File: src/tiu_pkg.sv
// Shared constants for the timer and interrupt unit
package tiu_pkg;
    // APB byte addresses
    localparam logic [7:0] TIU_TIMER_CONTROL_OFS = 8'h00;
    localparam logic [7:0] TIU_IEN_OFS = 8'h04;
    localparam logic [7:0] TIU_CNTL_OFS = 8'h08;
    localparam logic [7:0] TIU_CNTH_OFS = 8'h0c;
    localparam logic [7:0] TIU_RLDL_OFS = 8'h10;
    localparam logic [7:0] TIU_RLDH_OFS = 8'h14;
    localparam logic [7:0] TIU_FTCTL_OFS = 8'h18;
    localparam logic [7:0] TIU_FTCNT_OFS = 8'h1c;
    localparam logic [7:0] TIU_STAT_OFS = 8'h20;
    localparam logic [7:0] TIU_MASK_OFS = 8'h24;
    localparam logic [7:0] TIU_TAKE_OFS = 8'h28;
    localparam logic [7:0] TIU_VEC_OFS = 8'h2c;
    localparam logic [7:0] TIU_SPC_OFS = 8'h30;
    // Timer control fields
    localparam int TIU_TC_QUAL = 7;
    localparam int TIU_TC_SRC = 6;
    localparam int TIU_TC_OVF = 5;
    localparam int TIU_TC_RUN = 4;
    localparam int TIU_TC_E0F = 3;
    localparam int TIU_TC_E0T = 2;
    localparam int TIU_TC_E1F = 1;
    localparam int TIU_TC_E1T = 0;
    // Interrupt enable fields
    localparam int TIU_IE_GLB = 7;
    localparam int TIU_IE_FT = 3;
    localparam int TIU_IE_EX1 = 2;
    localparam int TIU_IE_CT = 1;
    localparam int TIU_IE_EX0 = 0;
    // Fixed timer control fields
    localparam int TIU_FT_CLR = 5;
    localparam int TIU_FT_RUN = 4;
    // Event status bit positions
    localparam int TIU_EV_OVF = 0;
    localparam int TIU_EV_E0 = 1;
    localparam int TIU_EV_E1 = 2;
    localparam int TIU_EV_FT = 3;
    // Reset values
    localparam logic [7:0] TIU_TIMER_CONTROL_RST = 8'h00;
    localparam logic [7:0] TIU_IEN_RST = 8'h00;
    localparam logic [7:0] TIU_CNT_RST = 8'h00;
    localparam logic [7:0] TIU_RLD_RST = 8'h00;
    localparam logic [7:0] TIU_VEC_RST = 8'h00;
    // Vectors
    localparam logic [7:0] TIU_VEC_E0 = 8'h03;
    localparam logic [7:0] TIU_VEC_CT = 8'h0b;
    localparam logic [7:0] TIU_VEC_E1 = 8'h13;
    localparam logic [7:0] TIU_VEC_FT = 8'h1b;
    // Timing: one machine cycle is 12 oscillator periods
    localparam int TIU_MC_DIV = 12;
    localparam logic [3:0] TIU_MC_LAST = 4'(TIU_MC_DIV - 1);
    localparam logic [9:0] TIU_FT_LAST = 10'h3ff;
endpackage : tiu_pkg

File: src/tiu_top.sv
// Timer/counter, fixed-rate timer and fixed-priority interrupt unit
// Functional notes
// - Count machine ticks or count pin falls
// - Count only with run; qualify needs ext0 high
// - Sixteen-bit increment, reload on overflow, reload kept
// - Overflow sets flag, requests if enabled
// - Timer control bit order fixed, qualify first
// - Trigger type one: edge sets flag; zero: level
// - Fixed timer advances once per machine cycle
// - Run bit four enables; zero stops, clears
// - Ten-bit fixed timer carry sets its flag
// - Fixed timer irq needs bit three and global
// - Writing one to bit five clears flag
// - Fixed timer vector is 1b hex
// - Priority ext0, counter, ext1, fixed timer
// - Taking an interrupt saves only the PC
// - Global enable zero blocks every INT_REQ interrupt; IRQ is not gated
// - Enable bits three, two, one, zero; six-four reserved
//
// The APB register port and the placing of the registers were decided locally.
module tiu_top
    import tiu_pkg::*;
(
    input wire logic MCLK, // 40 MHz clock
    input wire logic RST_N, // Async reset
    input wire logic PSEL, // APB select
    input wire logic PENABLE, // APB enable
    input wire logic PWRITE, // APB direction
    input wire logic [7:0] PADDR, // APB byte address
    input wire logic [31:0] PWDATA, // APB write data
    output logic [31:0] PRDATA, // APB read data
    output logic PREADY, // APB ready
    output logic PSLVERR, // Unmapped address
    input wire logic COUNT_INPUT_PIN, // External count pin
    input wire logic EXT_IRQ0_PIN, // External interrupt 0, low active
    input wire logic EXT_IRQ1_PIN, // External interrupt 1, low active
    output logic IRQ, // Unmasked event status
    output logic INT_REQ, // Resolved request to core
    output logic [7:0] INT_VECTOR // Vector of pending request
);
    // Synchronisers
    logic cnt_s1_ff, cnt_s2_ff, e0_s1_ff, e0_s2_ff, e1_s1_ff, e1_s2_ff;
    logic cnt_smp_ff, e0_d_ff, e1_d_ff;
    logic [3:0] mc_cnt_ff;
    logic tick_ff;
    logic [7:0] timer_control_ff, ien_ff, cntl_ff, cnth_ff, rldl_ff, rldh_ff;
    logic ft_run_ff, ft_flag_ff;
    logic [9:0] ft_cnt_ff;
    logic [3:0] stat_ff, mask_ff;
    logic [15:0] spc_ff;
    logic [7:0] vec_taken_ff;
    logic [31:0] nxt_rdata;
    logic acc, wr, cnt_fall, adv, ovf, ft_adv, ft_carry;
    logic e0_fall, e1_fall, hit;
    logic req_e0, req_ct, req_e1, req_ft, req_any, take;
    logic [7:0] nxt_vec;
    logic [3:0] ev;

    always_ff @(posedge MCLK or negedge RST_N)
    begin
        if (!RST_N)
        begin
            cnt_s1_ff <= 1'b1;
            cnt_s2_ff <= 1'b1;
            e0_s1_ff <= 1'b1;
            e0_s2_ff <= 1'b1;
            e1_s1_ff <= 1'b1;
            e1_s2_ff <= 1'b1;
            e0_d_ff <= 1'b1;
            e1_d_ff <= 1'b1;
        end
        else
        begin
            cnt_s1_ff <= COUNT_INPUT_PIN;
            cnt_s2_ff <= cnt_s1_ff;
            e0_s1_ff <= EXT_IRQ0_PIN;
            e0_s2_ff <= e0_s1_ff;
            e1_s1_ff <= EXT_IRQ1_PIN;
            e1_s2_ff <= e1_s1_ff;
            e0_d_ff <= e0_s2_ff;
            e1_d_ff <= e1_s2_ff;
        end
    end

    // Machine cycle tick, one in twelve clocks
    always_ff @(posedge MCLK or negedge RST_N)
    begin
        if (!RST_N)
        begin
            mc_cnt_ff <= 4'h0;
            tick_ff <= 1'b0;
        end
        else
        begin
            mc_cnt_ff <= (mc_cnt_ff == TIU_MC_LAST) ? 4'h0 : mc_cnt_ff + 4'h1;
            tick_ff <= (mc_cnt_ff == TIU_MC_LAST);
        end
    end

    // Pin sampled once per machine cycle
    always_ff @(posedge MCLK or negedge RST_N)
    begin
        if (!RST_N)
            cnt_smp_ff <= 1'b1;
        else if (tick_ff)
            cnt_smp_ff <= cnt_s2_ff;
    end

    assign acc = PSEL && PENABLE && PREADY;
    assign wr = acc && PWRITE;
    assign cnt_fall = tick_ff && cnt_smp_ff && !cnt_s2_ff;
    assign adv = timer_control_ff[TIU_TC_RUN]
        && (!timer_control_ff[TIU_TC_QUAL] || e0_s2_ff)
        && (timer_control_ff[TIU_TC_SRC] ? cnt_fall : tick_ff);
    assign ovf = adv && ({cnth_ff, cntl_ff} == 16'hffff);
    assign e0_fall = e0_d_ff && !e0_s2_ff;
    assign e1_fall = e1_d_ff && !e1_s2_ff;
    assign ft_adv = ft_run_ff && tick_ff;
    assign ft_carry = ft_adv && (ft_cnt_ff == TIU_FT_LAST);

    // Request resolution; level mode requests while the pin is low
    assign req_e0 = ien_ff[TIU_IE_EX0] && (timer_control_ff[TIU_TC_E0T] ?
        timer_control_ff[TIU_TC_E0F] : !e0_s2_ff);
    assign req_ct = ien_ff[TIU_IE_CT] && timer_control_ff[TIU_TC_OVF];
    assign req_e1 = ien_ff[TIU_IE_EX1] && (timer_control_ff[TIU_TC_E1T] ?
        timer_control_ff[TIU_TC_E1F] : !e1_s2_ff);
    assign req_ft = ien_ff[TIU_IE_FT] && ft_flag_ff;
    assign req_any = ien_ff[TIU_IE_GLB]
        && (req_e0 || req_ct || req_e1 || req_ft);

    always_comb
    begin
        if (req_e0)
            nxt_vec = TIU_VEC_E0;
        else if (req_ct)
            nxt_vec = TIU_VEC_CT;
        else if (req_e1)
            nxt_vec = TIU_VEC_E1;
        else if (req_ft)
            nxt_vec = TIU_VEC_FT;
        else
            nxt_vec = TIU_VEC_RST;
    end

    // Core takes the interrupt by writing its PC to the take register
    assign take = wr && (PADDR == TIU_TAKE_OFS) && req_any;

    // Timer control; hardware sets win over software and take clears
    always_ff @(posedge MCLK or negedge RST_N)
    begin
        if (!RST_N)
            timer_control_ff <= TIU_TIMER_CONTROL_RST;
        else
        begin
            if (wr && PADDR == TIU_TIMER_CONTROL_OFS)
                timer_control_ff <= PWDATA[7:0];
            else if (take && nxt_vec == TIU_VEC_CT)
                timer_control_ff[TIU_TC_OVF] <= 1'b0;
            else if (take && nxt_vec == TIU_VEC_E0 && timer_control_ff[TIU_TC_E0T])
                timer_control_ff[TIU_TC_E0F] <= 1'b0;
            else if (take && nxt_vec == TIU_VEC_E1 && timer_control_ff[TIU_TC_E1T])
                timer_control_ff[TIU_TC_E1F] <= 1'b0;
            if (ovf)
                timer_control_ff[TIU_TC_OVF] <= 1'b1;
            if (e0_fall && timer_control_ff[TIU_TC_E0T])
                timer_control_ff[TIU_TC_E0F] <= 1'b1;
            if (e1_fall && timer_control_ff[TIU_TC_E1T])
                timer_control_ff[TIU_TC_E1F] <= 1'b1;
        end
    end

    // Count pair and reload; software write beats a count step
    always_ff @(posedge MCLK or negedge RST_N)
    begin
        if (!RST_N)
        begin
            cntl_ff <= TIU_CNT_RST;
            cnth_ff <= TIU_CNT_RST;
        end
        else if (wr && PADDR == TIU_CNTL_OFS)
            cntl_ff <= PWDATA[7:0];
        else if (wr && PADDR == TIU_CNTH_OFS)
            cnth_ff <= PWDATA[7:0];
        else if (ovf)
            {cnth_ff, cntl_ff} <= {rldh_ff, rldl_ff};
        else if (adv)
            {cnth_ff, cntl_ff} <= {cnth_ff, cntl_ff} + 16'h0001;
    end

    always_ff @(posedge MCLK or negedge RST_N)
    begin
        if (!RST_N)
        begin
            rldl_ff <= TIU_RLD_RST;
            rldh_ff <= TIU_RLD_RST;
        end
        else if (wr && PADDR == TIU_RLDL_OFS)
            rldl_ff <= PWDATA[7:0];
        else if (wr && PADDR == TIU_RLDH_OFS)
            rldh_ff <= PWDATA[7:0];
    end

    always_ff @(posedge MCLK or negedge RST_N)
    begin
        if (!RST_N)
            ien_ff <= TIU_IEN_RST;
        else if (wr && PADDR == TIU_IEN_OFS)
            ien_ff <= PWDATA[7:0] & 8'h8f;
    end

    // Fixed-rate timer
    always_ff @(posedge MCLK or negedge RST_N)
    begin
        if (!RST_N)
        begin
            ft_run_ff <= 1'b0;
            ft_cnt_ff <= 10'h000;
        end
        else if (wr && PADDR == TIU_FTCTL_OFS && !PWDATA[TIU_FT_RUN])
        begin
            ft_run_ff <= 1'b0;
            ft_cnt_ff <= 10'h000;
        end
        else
        begin
            if (wr && PADDR == TIU_FTCTL_OFS)
                ft_run_ff <= 1'b1;
            if (ft_adv)
                ft_cnt_ff <= ft_cnt_ff + 10'h001;
        end
    end

    // A carry in the clearing cycle keeps the flag set
    always_ff @(posedge MCLK or negedge RST_N)
    begin
        if (!RST_N)
            ft_flag_ff <= 1'b0;
        else if (ft_carry)
            ft_flag_ff <= 1'b1;
        else if (wr && PADDR == TIU_FTCTL_OFS && PWDATA[TIU_FT_CLR])
            ft_flag_ff <= 1'b0;
    end

    // Sticky event status, write one to clear, set wins
    assign ev = {ft_carry, e1_fall, e0_fall, ovf};
    always_ff @(posedge MCLK or negedge RST_N)
    begin
        if (!RST_N)
        begin
            stat_ff <= 4'h0;
            mask_ff <= 4'h0;
        end
        else
        begin
            if (wr && PADDR == TIU_STAT_OFS)
                stat_ff <= (stat_ff & ~PWDATA[3:0]) | ev;
            else
                stat_ff <= stat_ff | ev;
            if (wr && PADDR == TIU_MASK_OFS)
                mask_ff <= PWDATA[3:0];
        end
    end

    // Only the interrupted PC is kept; the service routine saves the rest
    always_ff @(posedge MCLK or negedge RST_N)
    begin
        if (!RST_N)
        begin
            spc_ff <= 16'h0000;
            vec_taken_ff <= TIU_VEC_RST;
        end
        else if (take)
        begin
            spc_ff <= PWDATA[15:0];
            vec_taken_ff <= nxt_vec;
        end
    end

    always_ff @(posedge MCLK or negedge RST_N)
    begin
        if (!RST_N)
        begin
            IRQ <= 1'b0;
            INT_REQ <= 1'b0;
            INT_VECTOR <= TIU_VEC_RST;
        end
        else
        begin
            IRQ <= |(stat_ff & mask_ff);
            INT_REQ <= req_any;
            INT_VECTOR <= req_any ? nxt_vec : TIU_VEC_RST;
        end
    end

    // APB: ready in the first access cycle, so no wait states
    always_comb
    begin
        nxt_rdata = 32'h0000_0000;
        hit = 1'b1;
        case (PADDR)
            TIU_TIMER_CONTROL_OFS: nxt_rdata[7:0] = timer_control_ff;
            TIU_IEN_OFS: nxt_rdata[7:0] = ien_ff;
            TIU_CNTL_OFS: nxt_rdata[7:0] = cntl_ff;
            TIU_CNTH_OFS: nxt_rdata[7:0] = cnth_ff;
            TIU_RLDL_OFS: nxt_rdata[7:0] = rldl_ff;
            TIU_RLDH_OFS: nxt_rdata[7:0] = rldh_ff;
            TIU_FTCTL_OFS: nxt_rdata[TIU_FT_RUN] = ft_run_ff;
            TIU_FTCNT_OFS: nxt_rdata[9:0] = ft_cnt_ff;
            TIU_STAT_OFS: nxt_rdata[3:0] = stat_ff;
            TIU_MASK_OFS: nxt_rdata[3:0] = mask_ff;
            TIU_TAKE_OFS: nxt_rdata[7:0] = vec_taken_ff;
            TIU_VEC_OFS: nxt_rdata[8:0] = {req_any, nxt_vec};
            TIU_SPC_OFS: nxt_rdata[15:0] = spc_ff;
            default: hit = 1'b0;
        endcase
    end

    always_ff @(posedge MCLK or negedge RST_N)
    begin
        if (!RST_N)
        begin
            PREADY <= 1'b0;
            PSLVERR <= 1'b0;
            PRDATA <= 32'h0000_0000;
        end
        else
        begin
            PREADY <= PSEL && !PENABLE;
            PSLVERR <= PSEL && !PENABLE && !hit;
            PRDATA <= (PSEL && !PENABLE && !PWRITE) ? nxt_rdata : 32'h0;
        end
    end
endmodule : tiu_top
File: config.mk
export PLATFORM = sky130hd
export DESIGN_NAME = tiu_top
export DESIGN_NICKNAME = d
export VERILOG_FILES = /design/src/tiu_pkg.sv /design/src/tiu_top.sv
export SDC_FILE = /design/constraint.sdc
export NUM_CORES = 1
export LEC_CHECK = 0
export BUFFER_PORTS_ARGS = -buffer_cell sky130_fd_sc_hd__clkbuf_2
export CORE_MARGIN = 4
export CORE_UTILIZATION = 62
export DETAILED_ROUTE_END_ITERATION = 12
export GPL_TIMING_DRIVEN = 0
export PLACE_DENSITY = 0.85
export SLEW_MARGIN = 20
export SYNTH_ARGS = -nofsm -noshare
export SYNTH_HDL_FRONTEND = slang
export SYNTH_SLANG_ARGS = --single-unit
File: constraint.sdc
create_clock -name MCLK -period 3.25 [get_ports MCLK]
set_input_delay 0.1625 -clock MCLK [delete_from_list [all_inputs] [get_ports MCLK]]
set_output_delay 0.1625 -clock MCLK [all_outputs]
set_load 0.1 [all_outputs]
==> results.py <==
metrics = {
    "timing": {
        "final-setup-viol-count": 0,
        "finalClockSkew_ns": 0.0117,
        "drv_slew": 0,
        "rsz0062_at_grt": "false",
        "fmax_mhz": 409,
        "worst_pin_slew_ns": 0.702,
        "slew_headroom_pct": 53.2,
        "tns_ns": 0,
        "finalCriticalPeriod_ns": 2.45,
        "holdWs_ns": 0.0293,
        "finalCritPeriodShare_pct": 75.3,
        "finalHoldViolations": 0,
    },
    "clocking": {
        "cts_tree": "yes",
        "cts_made_buffers": 17,
        "ctsHoldBuffers": 15,
        "cts_root_buf": "clkbuf_8",
        "cts_setup_buffers": 0,
        "clkLatencyLatePin_ns": 0.53,
        "cts_sinks": 121,
        "clock_path_buffers": 2,
        "htree_levels": 4,
        "postCtsResizedCells": 0,
        "clk_pin_slew_ns": 0.06,
    },
    "worst_setup_path": {
        "arrival_ns": 2.83,
        "crit_path_start": "cntl_ff[0]",
        "worst-r2r-cell-count": 6,
        "critPathLaunchType": "register",
        "worst_ep_required_time_ns": 3.64,
        "endpoint_kind": "register",
        "crit_type": "reg2reg",
        "critPathMaxFanout": 8,
        "r2r_end": "cnth_ff[5]",
        "rr_startpoint": "cntl_ff[0]",
        "rrSetupSlack_ns": 0.80,
    },
    "synth": {
        "synthArstFlopShare_pct": 100,
        "synth_area_leader_cell": "dfrtp_1",
        "ys_types": 69,
        "synth_cells": 572,
        "synth-seq-cells": 121,
        "netlist_area_um2": 6280,
        "synth_flop_cell": "dfrtp_1",
        "yosys_warnings": 0,
        "synth_top_area_share_pct": 44.6,
        "syn_avg_cell_area_um2": 11.0,
        "netlist_top_cells_area": "dfrtp_1, mux2_2, dfstp_2, mux2i_1, a22oi_1",
        "synth_seq_area_share_pct": 48.4,
        "synth_edf_count": 0,
    },
    "placed_design": {
        "place.gp.congestion": 0.956,
        "placedCellCount": 773,
        "dp_hpwl_um": 13200,
        "io_buffers": 48,
    },
    "pwr": {
        "swShare_pct": 25.3,
        "clock_power_share_pct": 48.8,
        "p_int_mw": 2.75,
        "ir_drop_uv": 412,
        "power_frac_seq_pct": 41.9,
        "power_frac_comb_pct": 9.3,
        "p_leak_nw": 3.49,
        "power_switching_mw": 0.932,
        "power_density_nw_per_um2": 490,
    },
    "cells_and_area": {
        "area_growth_pct": 19.5,
        "multi_input_area_um2": 2980,
        "antenna_cells": 0,
        "seqCellArea_um2": 3040,
        "instances_no_fill": 819,
        "drive_above_1_share_pct": 26.2,
        "nets": 725,
        "postLayoutCoreUtil_pct": 76.5,
        "fillers": 654,
    },
    "routing": {
        "drc_errors": 0,
        "wl_per_cell_um": 23.4,
        "detail-route-antenna-nets": 0,
        "via_count": 5342,
        "first_pass_iters": 6,
        "drt_iter0_markers": 628,
        "post_drt_via_cell_ratio": 6.52,
        "drt_wl_total_um": 19100,
    },
    "die": {
        "initial_utilization_pct": 64.0,
        "rows": 36,
        "dieWidth_um": 109,
        "io_pins": 92,
        "coreArea_um2": 9820,
        "die_height_um": 109,
        "die_area_um2": 11800,
    },
    "run": {
        "maxCapViolCount": 0,
    },
    "global_routing": {
        "grt_max_degree": 73,
        "grt_pass1_vias": 5280,
        "grt_first_pass_wirelength_um": 30000,
        "grt_use_total_pct": 34.5,
        "antenna_found_initial": 0,
        "overflow": 0,
    },
    "min_path": {
        "hold_path_depth": 3,
        "holdCritStartpoint": "PWDATA[7]",
        "whs_endpoint": "ien_ff[7]",
        "hold_class": "in2reg",
    },
    "outcome": {
        "outcome": "complete, no violations",
    },
}
==> cell usage in the layout, fill, tap and decap left out, drive strengths merged, types with 3 or more instances in the layout <==
cell type,synthesis,final
a21o,5,5
a21oi,16,16
a221oi,6,6
a222oi,3,3
a22oi,24,24
a31oi,7,7
a32o,3,3
a32oi,5,5
and2,3,3
and3,14,14
and4,6,6
buf,37,38
clkbuf,10,80
clkinv,0,5
conb,1,20
dfrtp,112,112
dfstp,9,9
dlygate4sd3,0,15
ha,3,3
inv,11,11
mux2,48,48
mux2i,19,19
nand2,42,42
nand2b,7,7
nand3,21,21
nand4,13,13
nor2,34,34
nor2b,8,8
nor3,15,15
nor3b,3,3
nor4,6,6
nor4b,4,4
o21ai,29,29
o221ai,3,3
o22ai,3,3
xnor2,8,8
xor2,12,12
==> Yosys cell counts, drive strengths merged, types with 6 or more instances <==
library cell  instances
nor2b                 8
and3                 14
inv                  11
dfstp                 9
a21oi                16
nor3                 15
clkbuf               10
mux2i                19
a22oi                24
nand3                21
buf                  37
a221oi                6
xnor2                 8
nor2                 34
o21ai                29
a31oi                 7
dfrtp               112
nand2                42
xor2                 12
nor4                  6
nand2b                7
nand4                13
mux2                 48
and4                  6
==> area by class of cell <==
cell class	count	area share (%)
plain buffers	47	3.93
clock buffers	22	6.16
clock inverters	9	1.33
inverters	11	0.550
multi-input cells	412	39.7
flip-flops and latches	121	40.5
well taps	133	2.22
repair buffers	64	5.68
==> per-layer routing <==
metal	vias up	routed length (µm)	track usage, %
met5	-	0	0
met4	0	802	15.8
met3	64	1920	8.53
met2	360	8700	52.8
met1	2631	7730	46.8
li1	2287	-	-
==> kinds of logic (layout without fill, tap and decap cells) <==
kind of cell / count (synthesis) / after routing / synth area share [%]
DFF: 121 / 121 / 48.4
AOI/OAI and AO/OA: 120 / 120 / 13.3
other: 1 / 20 / 0.0597
and+or+nand+nor: 182 / 182 / 17.1
xor gates and xnor gates: 20 / 20 / 2.79
muxes: 67 / 67 / 12.4
buffers and inverters: 58 / 153 / 5.36
adders and majority gates: 3 / 3 / 0.597
==> stage by stage <==
| stage | setup slack, ns | area [µm²] | power [mW] |
|---|---|---|---|
| 3_3_place_gp | 0.326 | 6760 | 1.88 |
| 3_5_place_dp | 0.913 | 6800 | 1.89 |
| 5_1_grt | 0.696 | 7510 | 3.79 |
| 2_1_floorplan | 0.810 | 6350 | 1.79 |
| 4_1_cts | 0.858 | 7510 | 3.68 |
| 6_report | 0.803 | 7510 | 3.68 |
==> worst max path at each step <==
stage	endpoint	slack, ns	depth (start not counted)
global route	cnth_ff[5]	0.70	6
detailed placement	cnth_ff[5]	0.91	6
floorplan	spc_ff[10]	0.81	6
CTS	cnth_ff[5]	0.86	6
finish	cnth_ff[5]	0.80	6
global placement	mc_cnt_ff[3]	0.33	1
==> power by group through the flow <==
| stage | Sequential (mW) | Clock, mW | Combinational (mW) |
|---|---|---|---|
| 6_report | 1.54 | 1.80 | 0.341 |
| 5_1_grt | 1.54 | 1.88 | 0.359 |
| 4_1_cts | 1.54 | 1.80 | 0.335 |
| 3_5_place_dp | 1.57 | 0 | 0.319 |
| 3_3_place_gp | 1.57 | 0 | 0.310 |
| 2_1_floorplan | 1.59 | 0 | 0.198 |
==> sequential cells by signal, indices dropped and copies added, names as in the netlist, 3 cells and up <==
register	cells
timer_control_ff	8
ien_ff	5
INT_VECTOR	3
cntl_ff	8
vec_taken_ff	3
spc_ff	16
PRDATA	16
cnth_ff	8
rldl_ff	8
mc_cnt_ff	4
mask_ff	4
stat_ff	4
ft_cnt_ff	10
rldh_ff	8
==> worst max-delay path: stages, from the launching register on <==
cell	delay [ns]
dfrtp_1	0.48
ha_1	0.28
nand4_1	0.16
nor3_2	0.45
nand4_2	0.47
mux2i_1	0.31
o221ai_1	0.16
Note: power is estimated with default switching activity, not from simulation.
